`src/logic/psa_pkg.sv`:
```
// constants, register map and state type for the phy status, identifier and advert registers
// Summary of operation
// - status bit 5 shows negotiation complete
// - status bit 4 latches far-end fault high
// - status bit 2 link, latches low on loss
// - status bit 1 latches jabber high
// - status bits 14:11 read constant one
// - status bits 15, 10, 9 read zero
// - status bit 8 reads one: extended status
// - status bit 6 reads one: preamble suppression
// - status bit 3 reads one: negotiation able
// - status bit 0 reads one: extended registers
// - status bit 7 shows unidirectional fiber ability
// - identifier high holds org id bits 3-18
// - identifier low 15:10 holds org id 19-24
// - identifier low holds model and revision
// - advert bits 15, 13 writable, reset zero
// - advert pause bits writable, reset from straps
// - advert speed bits writable, reset from straps
// - advert bit 9 writable, resets zero
// - advert selector writable, resets to 00001
package psa_pkg;
   localparam logic [4:0]  REG_STATUS    = 5'h01;
   localparam logic [4:0]  REG_ID_HIGH   = 5'h02;
   localparam logic [4:0]  REG_ID_LOW    = 5'h03;
   localparam logic [4:0]  REG_ADVERT    = 5'h04;
   localparam logic [4:0]  REG_PAGE      = 5'h1f;
   localparam logic [15:0] PAGE_MAIN     = 16'h0000;
   localparam int          ST_T4         = 15;
   localparam int          ST_CAP_MSB    = 14;
   localparam int          ST_CAP_LSB    = 11;
   localparam int          ST_T2_FDX     = 10;
   localparam int          ST_T2_HDX     = 9;
   localparam int          ST_EXT_STATUS = 8;
   localparam int          ST_UNIDIR     = 7;
   localparam int          ST_PREAMBLE   = 6;
   localparam int          ST_AN_DONE    = 5;
   localparam int          ST_FAULT      = 4;
   localparam int          ST_AN_ABLE    = 3;
   localparam int          ST_LINK       = 2;
   localparam int          ST_JABBER     = 1;
   localparam int          ST_EXT_CAP    = 0;
   localparam int          ADV_NEXT_PAGE = 15;
   localparam int          ADV_RFAULT    = 13;
   localparam int          ADV_PAUSE_LSB = 10;
   localparam int          ADV_T4        = 9;
   localparam int          ADV_SPEED_LSB = 5;
   localparam logic [15:0] ADV_RESET     = 16'h0001;
   localparam logic [15:0] ADV_WR_MASK   = 16'hbfff;
   localparam logic [1:0]  OP_READ       = 2'b10;
   localparam logic [1:0]  OP_WRITE      = 2'b01;
   localparam logic [4:0]  HDR_LAST      = 5'h0b;
   localparam logic [4:0]  DATA_LAST     = 5'h0f;
   localparam logic [4:0]  SKIP_LAST     = 5'h11;
   localparam logic [2:0]  STRAP_SETTLE  = 3'h4;
   typedef enum logic [2:0] {
      PSA_IDLE  = 3'b000,
      PSA_START = 3'b001,
      PSA_HDR   = 3'b010,
      PSA_TURN  = 3'b011,
      PSA_DATA  = 3'b100,
      PSA_SKIP  = 3'b101
   } psa_state_e;
endpackage : psa_pkg

```
`src/logic/psa_regs.sv`:
```
// management register slave: mode status, identifiers and advertisement over mdc/mdio
`timescale 1ns/1ns
module psa_regs #(
   parameter logic [4:0]  PHY_ADDR   = 5'h00,
   parameter logic [21:0] ORG_ID     = 22'h2a5a5c, // arbitrary value
   parameter logic [5:0]  MODEL_NUM  = 6'h15,      // arbitrary value
   parameter logic [3:0]  REVISION   = 4'h3        // arbitrary value
) (
   input  wire logic        ref_clk,
   input  wire logic        rst_n,
   input  wire logic        mdc,
   input  wire logic        mdio_i,
   output logic             mdio_o,
   output logic             mdio_oe_n,
   input  wire logic [5:0]  strap_config_pins,
   input  wire logic        link_up,
   input  wire logic        remote_fault,
   input  wire logic        jabber,
   input  wire logic        autoneg_complete,
   input  wire logic        unidir_able,
   output logic [15:0]      adv_ability
);
   import psa_pkg::*;

   logic [2:0]  mdc_s, mdio_s;
   logic [2:0]  next_mdc_s, next_mdio_s;
   logic [5:0]  strap_s1, strap_s2, strap_s3;
   logic        mdc_f, next_mdc_f;
   psa_state_e  state, next_state;
   logic [4:0]  cnt, next_cnt;
   logic [15:0] sh, next_sh;
   logic [4:0]  regad, next_regad;
   logic        is_read, next_is_read;
   logic        next_mdio_o, next_mdio_oe_n;
   logic [15:0] page, next_page;
   logic [15:0] next_adv;
   logic        fault_l, jabber_l, link_l;
   logic        next_fault_l, next_jabber_l, next_link_l;
   logic [2:0]  settle, next_settle;
   logic        strap_done, next_strap_done;
   logic        mdc_rise, bit_in, rd_status, wr_adv, strap_load;
   logic [11:0] hdr;
   logic [15:0] wr_data, status_word;

   // fixed bits plus live and latched flags
   always_comb begin
      status_word                          = '0;
      status_word[ST_CAP_MSB:ST_CAP_LSB]   = '1;
      status_word[ST_T4]                   = 1'b0;
      status_word[ST_T2_FDX]               = 1'b0;
      status_word[ST_T2_HDX]               = 1'b0;
      status_word[ST_EXT_STATUS]           = 1'b1;
      status_word[ST_UNIDIR]               = unidir_able;
      status_word[ST_PREAMBLE]             = 1'b1;
      status_word[ST_AN_DONE]              = autoneg_complete;
      status_word[ST_FAULT]                = fault_l;
      status_word[ST_AN_ABLE]              = 1'b1;
      status_word[ST_LINK]                 = link_l;
      status_word[ST_JABBER]               = jabber_l;
      status_word[ST_EXT_CAP]              = 1'b1;
   end

   // main-page registers answer only while the page register holds zero
   function automatic logic [15:0] read_word(input logic [4:0] ra, input logic [15:0] pg,
                                             input logic [15:0] st, input logic [15:0] adv);
      logic [15:0] w;
      w = 16'h0000;
      if (ra == REG_PAGE) begin
         w = pg;
      end else if (pg == PAGE_MAIN) begin
         unique case (ra)
            REG_STATUS:  w = st;
            REG_ID_HIGH: w = ORG_ID[21:6];
            REG_ID_LOW:  w = {ORG_ID[5:0], MODEL_NUM, REVISION};
            REG_ADVERT:  w = adv;
            default:     w = 16'h0000;
         endcase
      end
      return w;
   endfunction : read_word

   // a level counts once the second and third stages agree
   assign mdc_rise   = mdc_s[1] & mdc_s[2] & ~mdc_f;
   assign bit_in     = mdio_s[2];
   assign hdr        = {sh[10:0], bit_in};
   assign wr_data    = {sh[14:0], bit_in};
   assign rd_status  = mdc_rise && state == PSA_HDR && cnt == HDR_LAST
                       && hdr[9:5] == PHY_ADDR && hdr[11:10] == OP_READ
                       && hdr[4:0] == REG_STATUS && page == PAGE_MAIN;
   assign wr_adv     = mdc_rise && state == PSA_DATA && !is_read && cnt == DATA_LAST
                       && regad == REG_ADVERT && page == PAGE_MAIN;
   assign strap_load = !strap_done && settle == STRAP_SETTLE;

   always_comb begin
      next_mdc_s      = {mdc_s[1:0], mdc};
      next_mdio_s     = {mdio_s[1:0], mdio_i};
      next_mdc_f      = (mdc_s[1] == mdc_s[2]) ? mdc_s[2] : mdc_f;
      next_state      = state;
      next_cnt        = cnt;
      next_sh         = sh;
      next_regad      = regad;
      next_is_read    = is_read;
      next_mdio_o     = mdio_o;
      next_mdio_oe_n  = mdio_oe_n;
      next_page       = page;
      next_adv        = adv_ability;
      next_settle     = settle;
      next_strap_done = strap_done;
      // a new event wins over the clear done by a status read
      next_fault_l    = remote_fault | (fault_l & ~rd_status);
      next_jabber_l   = jabber | (jabber_l & ~rd_status);
      next_link_l     = link_up & (link_l | rd_status);
      if (!strap_done && settle != STRAP_SETTLE) begin
         next_settle = settle + 3'h1;
      end
      // straps are taken once the synchroniser has filled after reset
      if (strap_load) begin
         next_strap_done                           = 1'b1;
         next_adv[ADV_PAUSE_LSB+1:ADV_PAUSE_LSB]   = strap_s3[5:4];
         next_adv[ADV_SPEED_LSB+3:ADV_SPEED_LSB]   = strap_s3[3:0];
      end
      if (mdc_rise) begin
         unique case (state)
            // preamble may be absent: any zero after idle ones starts a frame
            PSA_IDLE: begin
               if (!bit_in) begin
                  next_state = PSA_START;
               end
            end
            PSA_START: begin
               next_state = bit_in ? PSA_HDR : PSA_IDLE;
               next_cnt   = 5'h00;
            end
            PSA_HDR: begin
               next_sh  = {sh[14:0], bit_in};
               next_cnt = cnt + 5'h01;
               if (cnt == HDR_LAST) begin
                  next_regad = hdr[4:0];
                  next_cnt   = 5'h00;
                  if (hdr[9:5] == PHY_ADDR && hdr[11:10] == OP_READ) begin
                     next_is_read = 1'b1;
                     next_sh      = read_word(hdr[4:0], page, status_word, adv_ability);
                     next_state   = PSA_TURN;
                  end else if (hdr[9:5] == PHY_ADDR && hdr[11:10] == OP_WRITE) begin
                     next_is_read = 1'b0;
                     next_state   = PSA_TURN;
                  end else begin
                     next_state = PSA_SKIP;
                  end
               end
            end
            PSA_TURN: begin
               if (cnt == 5'h00) begin
                  next_cnt = 5'h01;
                  if (is_read) begin
                     next_mdio_o    = 1'b0;
                     next_mdio_oe_n = 1'b0;
                  end
               end else begin
                  next_cnt   = 5'h00;
                  next_state = PSA_DATA;
                  if (is_read) begin
                     next_mdio_o = sh[15];
                     next_sh     = {sh[14:0], 1'b0};
                  end
               end
            end
            PSA_DATA: begin
               next_cnt = cnt + 5'h01;
               if (is_read) begin
                  next_mdio_o = sh[15];
                  next_sh     = {sh[14:0], 1'b0};
                  if (cnt == DATA_LAST) begin
                     next_mdio_o    = 1'b0;
                     next_mdio_oe_n = 1'b1;
                     next_state     = PSA_IDLE;
                  end
               end else begin
                  next_sh = wr_data;
                  if (cnt == DATA_LAST) begin
                     next_state = PSA_IDLE;
                     if (regad == REG_PAGE) begin
                        next_page = wr_data;
                     end
                     if (wr_adv) begin
                        next_adv = (wr_data & ADV_WR_MASK) | (adv_ability & ~ADV_WR_MASK);
                     end
                  end
               end
            end
            // frames for other addresses are stepped over so their data cannot look like a start
            PSA_SKIP: begin
               next_cnt = cnt + 5'h01;
               if (cnt == SKIP_LAST) begin
                  next_state = PSA_IDLE;
               end
            end
            default: begin
               next_state = PSA_IDLE;
            end
         endcase
      end
   end

   always_ff @(posedge ref_clk or negedge rst_n) begin
      if (!rst_n) begin
         mdc_s       <= 3'h0;
         mdio_s      <= 3'h7;
         strap_s1    <= 6'h00;
         strap_s2    <= 6'h00;
         strap_s3    <= 6'h00;
         mdc_f       <= 1'b0;
         state       <= PSA_IDLE;
         cnt         <= 5'h00;
         sh          <= 16'h0000;
         regad       <= 5'h00;
         is_read     <= 1'b0;
         mdio_o      <= 1'b0;
         mdio_oe_n   <= 1'b1;
         page        <= PAGE_MAIN;
         adv_ability <= ADV_RESET;
         fault_l     <= 1'b0;
         jabber_l    <= 1'b0;
         link_l      <= 1'b0;
         settle      <= 3'h0;
         strap_done  <= 1'b0;
      end else begin
         mdc_s       <= next_mdc_s;
         mdio_s      <= next_mdio_s;
         strap_s1    <= strap_config_pins;
         strap_s2    <= strap_s1;
         strap_s3    <= strap_s2;
         mdc_f       <= next_mdc_f;
         state       <= next_state;
         cnt         <= next_cnt;
         sh          <= next_sh;
         regad       <= next_regad;
         is_read     <= next_is_read;
         mdio_o      <= next_mdio_o;
         mdio_oe_n   <= next_mdio_oe_n;
         page        <= next_page;
         adv_ability <= next_adv;
         fault_l     <= next_fault_l;
         jabber_l    <= next_jabber_l;
         link_l      <= next_link_l;
         settle      <= next_settle;
         strap_done  <= next_strap_done;
      end
   end
endmodule : psa_regs

```
`config.mk`:
```
export PLATFORM = sky130hd
export DESIGN_NAME = psa_regs
export DESIGN_NICKNAME = d
export VERILOG_FILES = /design/src/logic/psa_pkg.sv /design/src/logic/psa_regs.sv
export SDC_FILE = /design/constraint.sdc
export NUM_CORES = 1
export LEC_CHECK = 0
export BUFFER_PORTS_ARGS = -buffer_cell sky130_fd_sc_hd__buf_2
export CAP_MARGIN = 20
export CORE_MARGIN = 3
export CORE_UTILIZATION = 56
export CTS_CLUSTER_SIZE = 20
export DETAILED_ROUTE_END_ITERATION = 12
export PLACE_DENSITY = 0.75
export REMOVE_ABC_BUFFERS = 1
export SKIP_CTS_REPAIR_TIMING = 1
export SKIP_LAST_GASP = 1
export SLEW_MARGIN = 20
export SYNTH_ARGS = -nofsm -noshare
export SYNTH_HDL_FRONTEND = slang
export SYNTH_SLANG_ARGS = --single-unit
```
`constraint.sdc`:
```
create_clock -name ref_clk -period 3.7 [get_ports ref_clk]
set_input_delay 0.185 -clock ref_clk [delete_from_list [all_inputs] [get_ports ref_clk]]
set_output_delay 0.185 -clock ref_clk [all_outputs]
set_load 0.02 [all_outputs]
```
Word level (Yosys, flattened, before mapping)
Cells that the tools add are included.
{ "totals": {"output_inout_bits": 18, "input_bits": 15, "memories": 0, "mem_bits_ro": 0, "latchBits": 0, "ramBits": 0, "ff_bits": 96} }
{ "op_classes": {"bitwise": 12, "magnitude_cmp": 0, "n_addsub": 2, "n_mul": 0, "shifts": 0, "eq_ne": 28, "reduce_logical": 35, "muxes": 40, "div": 0} }
{ "ops": {"columns": ["operator", "count"], "rows": [
  ["two-way mux 16 bit", 6],
  ["one-hot mux 16 bit (4 select lines)", 1],
  ["two-way mux 12 bit", 5],
  ["one-hot mux 16 bit (3 select lines)", 1],
  ["two-way mux 3 bit", 7],
  ["one-hot mux 5 bit (4 select lines)", 1],
  ["one-hot mux 3 bit (6 select lines)", 1],
  ["logical NOT 16 bit", 1],
  ["bitwise OR 16 x 15 -> 16 bit", 1],
  ["equality test 5 bit (second input constant)", 3],
  ["logical AND 1 bit", 15],
  ["two-way mux 1 bit", 12],
  ["!= test 2 bit (second input constant)", 6],
  ["AND reduction 4 bit", 3],
  ["AND reduction 6 bit", 2],
  ["equality test 5 x 2 -> 1 bit (second input constant)", 2],
  ["equality test 5 x 3 -> 1 bit (second input constant)", 2],
  ["equality test 5 x 4 -> 1 bit (second input constant)", 2],
  ["logical NOT 5 bit", 2],
  ["AND reduction 5 bit", 2],
  ["equality test 3 bit (second input constant)", 3],
  ["equality test 3 x 2 -> 1 bit (second input constant)", 2],
  ["adder 5 x 1 -> 5 bit (second input constant)", 1],
  ["bitwise AND 1 bit", 5],
  ["22 further kinds", 31]
]} }

Depth between registers and ports, before layout
{ "logic_depth": {"word_depth": 12, "ltp_mapped": 9} }

Worst setup path after synthesis
Ideal clock, no wire load.
{ "synth_timing": {"path_kind": "flip-flop to flip-flop", "startpoint": "reg state[1]", "endpoint": "reg page[10]", "period_less_slack_ns": 2.153, "arrival_time_ns": 2.028, "required_ns": 3.575, "path_stages_with_launch": 6, "path_buffers": 2, "setup_slack_ns": 1.547, "path_cell_list": "dfrtp_1 > buf_6 > or4b_4 > nor4_4 > buf_8 > mux2_4"} }
{ "synth_between": {"elab_chain_len": 2} }
{ "synth_rtl": {"columns": ["element", "line_no", "text"], "rows": [
  ["start, declared", "psa_regs.sv:29", "psa_state_e state, next_state;"],
  ["start signal, assigned", "psa_regs.sv:234", "state <= next_state;"],
  ["equality test 3 bit", "psa_regs.sv:123", "unique case (state)"],
  ["AND reduction 5 bit (no source line)", null, null],
  ["end signal, assigned", "psa_regs.sv:241", "page <= next_page;"],
  ["end, declared", "psa_regs.sv:35", "logic [15:0] page, next_page;"]
]} }
No other way between the ends.
A chain may end at the register's enable or synchronous reset.

Worst setup path in the final report
{ "layout_timing": {"startpoint": "reg state[0]", "endpoint": "reg adv_ability[9]"} }
{ "layout_between": {"elab_chain_len": 7} }
{ "layout_rtl": {"columns": ["element", "line_no", "text"], "rows": [
  ["equality test 3 bit (*)", "psa_regs.sv:90, psa_regs.sv:123", null],
  ["logical AND 1 bit (3 in a row)", "psa_regs.sv:90", "assign wr_adv = mdc_rise && state == PSA_DATA && !is_read && cnt == DATA_LAST"],
  ["logical AND 1 bit (2 in a row)", "psa_regs.sv:91", "&& regad == REG_ADVERT && page == PAGE_MAIN;"],
  ["AND reduction 5 bit (no source line) (*)", null, null],
  ["end signal, assigned", "psa_regs.sv:242", "adv_ability <= next_adv;"],
  ["end, declared", "psa_regs.sv:21", "output logic [15:0] adv_ability"]
]} }
Every way passes the cells marked *; elsewhere a longest branch is shown, timed or not.

==> metrics.md <==
| Metric | Value |
|---|---|
| Number of filler cells placed in the layout | 605 |
| Drc violations | 0 |
| Worst IR Drop VDD | 324 uV |
| WL final | 9450 microns |
| Final worst slack | 1.13 ns |
| Final Cycle Share | 69.6% |
| Vias in the first global route | 3160 |
| Post-synthesis instance area | 4480 sq um |
| Period minus WS final | roughly 2.6 ns |
| FF+latch count, synth | 95 |
| Critical path class | flop to flop |
| CP Data Arrival Time | 2.82 ns |
| WP buf/inv | 0 |
| Crit path depth | 4 |
| Clock Path Buffers | 2 |
| CP delay by family, top | simple AND/OR/NAND/NOR gates |
| Vert. Die Dim | 95.5 microns |
| Vias/cell | 5.88 |
| DP Worst Slack | around 1.1 ns |
| Most common cell in the netlist | dfrtp_1 |
| Initial Util | 59.6% |
| Area grow syn2layout | 11.6% |
| Worst path max stage delay | ~0.68 ns |
| Worst-margin pin slew | 1.03 ns |
| Die W | 95.5 microns |
| R2R cell count | 4 |
| CTS Buf Count | 9 |
| Worst Hold Depth | 2 |
| CP Capture Type | flop |
| Average cell area after synthesis | ~11 sq um |
| Maxcap violations | 0 |
| Routed len/inst | 17.5 microns |
| Final net count | around 460 |
| Input/output buffers | 31 |
| Core area | approximately 7500 sq um |
| Placed wire-length estimate | about 6400 microns |
| CTS tree | built |
| Grt ovf | 0 |
| Status | complete, no violations |
| Post-synth ARST share | 100% |
| Antenna Cells | 0 |
| Top cell type's share of synthesized area | 50.3% |
| Setup violations, final | 0 |
| I/O pin count | 33 |
| Slowest-stage cell, CP | and3_1 |
| Lkg Pwr | between 2 and 2.5 nW |
| PD cells | 487 nW/um^2 |
| Hold violation count in the final report | 0 |
| Clock slew at reported path FFs | 0.09 ns |
| HP Start | link_up |
| Worst setup startpoint | state[0] |
| Worst Path Max Fanout | 16 |
| Final Power | 2.44 mW |
| Final Slew Violations | 0 |
| Layout Skew | 0.00725 ns |
| Post-synth EDFFs | 0 |
| Data required time of the critical path | slightly below 4 ns |
| Via count | between 3000 and 4000 |
| Area leader, netlist | dfrtp_1 |
| Final Core Density | 66.5% |
| Ys flop type | dfrtp_1 |
| Root Driver | clkbuf_8 |
| Top cells by count, synth | dfrtp_1, nand2_1, mux2_2, nor2_1, o21ai_0 |
| Synth top area cells | dfrtp_1, mux2_2, nand2_1, mux2_4, dfstp_2 |
| Worst reg2reg startpoint | state[0] |
| HP Class | input pin to flop |
| Sequential fraction of the synthesis area | between 50% and 60% |
| Antenna-violating nets left | 0 |
| Clock sinks | 95 |
| Critical path, cell by cell | or4b_4 -> nor3_1 -> and3_1 -> mux2_2 |
| Worst setup SP type | flop |
| Synth cell types | slightly below 60 |
| Share of layout cells above drive strength 1 | 20.4% |
| Clock Latency Late Sink | 0.36 ns |
| Row count | 31 |
| Die Area | 9110 sq um |
| Yosys Warn Count | 0 |
| Pre-Repair DR Iteration Count | 5 |
| Largest net degree at the start of global routing | 74 |
| H-Tree Depth | 3 |
| Final TNS setup | 0 ns |
| Final Hold Slack | about 0.073 ns |
| Cells after synthesis | 401 |
| Routability Congestion | 0.892 |
| Initial antenna violation count | 0 |
| Slew headroom | 31.5% |
| FMAX | 0.389 GHz |
| Initial DRC count | 164 |
| Gr usage total | 23.0% |
| RSZ-0062 raised after global routing | no |
| First-pass GRT wire length | approximately 16000 microns |
## cells by family (layout without fill, tap and decap cells)
family / after synthesis / count (layout) / synth area share [%]
multiplexers: 41 / 41 / 10.9
flip-flops: 95 / 95 / 53.2
buffers and inverters: 36 / 76 / 3.66
XOR/XNOR: 5 / 5 / 0.977
adder cells (fa/ha/maj): 10 / 10 / 2.79
AO/OA/AOI/OAI: 88 / 88 / 13.7
AND/OR/NAND/NOR: 125 / 125 / 14.8
other: 1 / 1 / 0.0837
## final timing paths
kind                                  end  slack, ns
setup / recovery           adv_ability[9]       1.13
hold / removal                     link_l       0.07
setup reg to reg           adv_ability[9]       1.13
hold reg to reg               strap_s3[4]       0.35
max in group asynchronous       mdio_s[1]       2.30
min in group asynchronous       settle[0]       0.49
## area by class of cell
| type | count | area [sq um] | area share (%) |
|---|---|---|---|
| timing repair buffer | 45 | 290 | 5.80 |
| sequential | 95 | 2380 | 47.7 |
| tap | 99 | 124 | 2.48 |
| inverter | 16 | 60.1 | 1.20 |
| clock inverter | 5 | 81.3 | 1.63 |
| clock buffer | 10 | 128 | 2.55 |
| multi-input combinational | 270 | 1930 | 38.7 |
## layout by cell type (no fill, tap or decap), types with 3 or more instances in the layout
cell type	netlist	routed
nor2_1	22	22
nor4_1	7	7
ha_1	10	10
a21oi_1	9	9
and3_1	6	6
clkbuf_8	0	9
nor3_1	6	6
mux2i_1	9	9
o31ai_1	15	15
and2_1	4	4
nand2_1	41	41
a21o_1	8	8
a221oi_1	12	12
dlygate4sd3_1	0	11
o21ai_0	21	21
nor3b_1	3	3
dfrtp_1	90	90
inv_1	16	16
nand2b_1	5	5
nor2b_1	7	7
buf_2	5	30
mux2_4	10	10
nand3_1	8	8
buf_4	1	4
mux2_2	22	22
dfstp_2	5	5
o22ai_1	3	3
xnor2_1	4	4
## layer usage
metal	vias up	routed length (microns)	track usage (%)
met2	82	4480	35.9
met1	1573	4360	32.5
met5	-	0	0
met3	8	533	5.37
li1	1512	-	-
met4	0	71	6.16
## through the flow
stage               area [sq um]  std cells
finish                      5000        540
global route                5000        540
CTS                         4890        529
detailed placement          4680        514
global placement            4680        514
floorplan                   4380        381
## report_power, final
group	leakage (nW)	switching, mW	internal [mW]
Clock	0.103	0.346	0.379
Sequential	1.21	0.148	1.12
Combinational	0.992	0.250	0.197
Total	2.30	0.744	1.69
## registers in the layout, indices dropped and copies added (netlist names), 5 cells and up
signal / count
cnt: 5
sh: 16
strap_s3: 6
strap_s2: 6
page: 16
adv_ability: 15
regad: 5
strap_s1: 6
(Power assumes the default switching activity.)
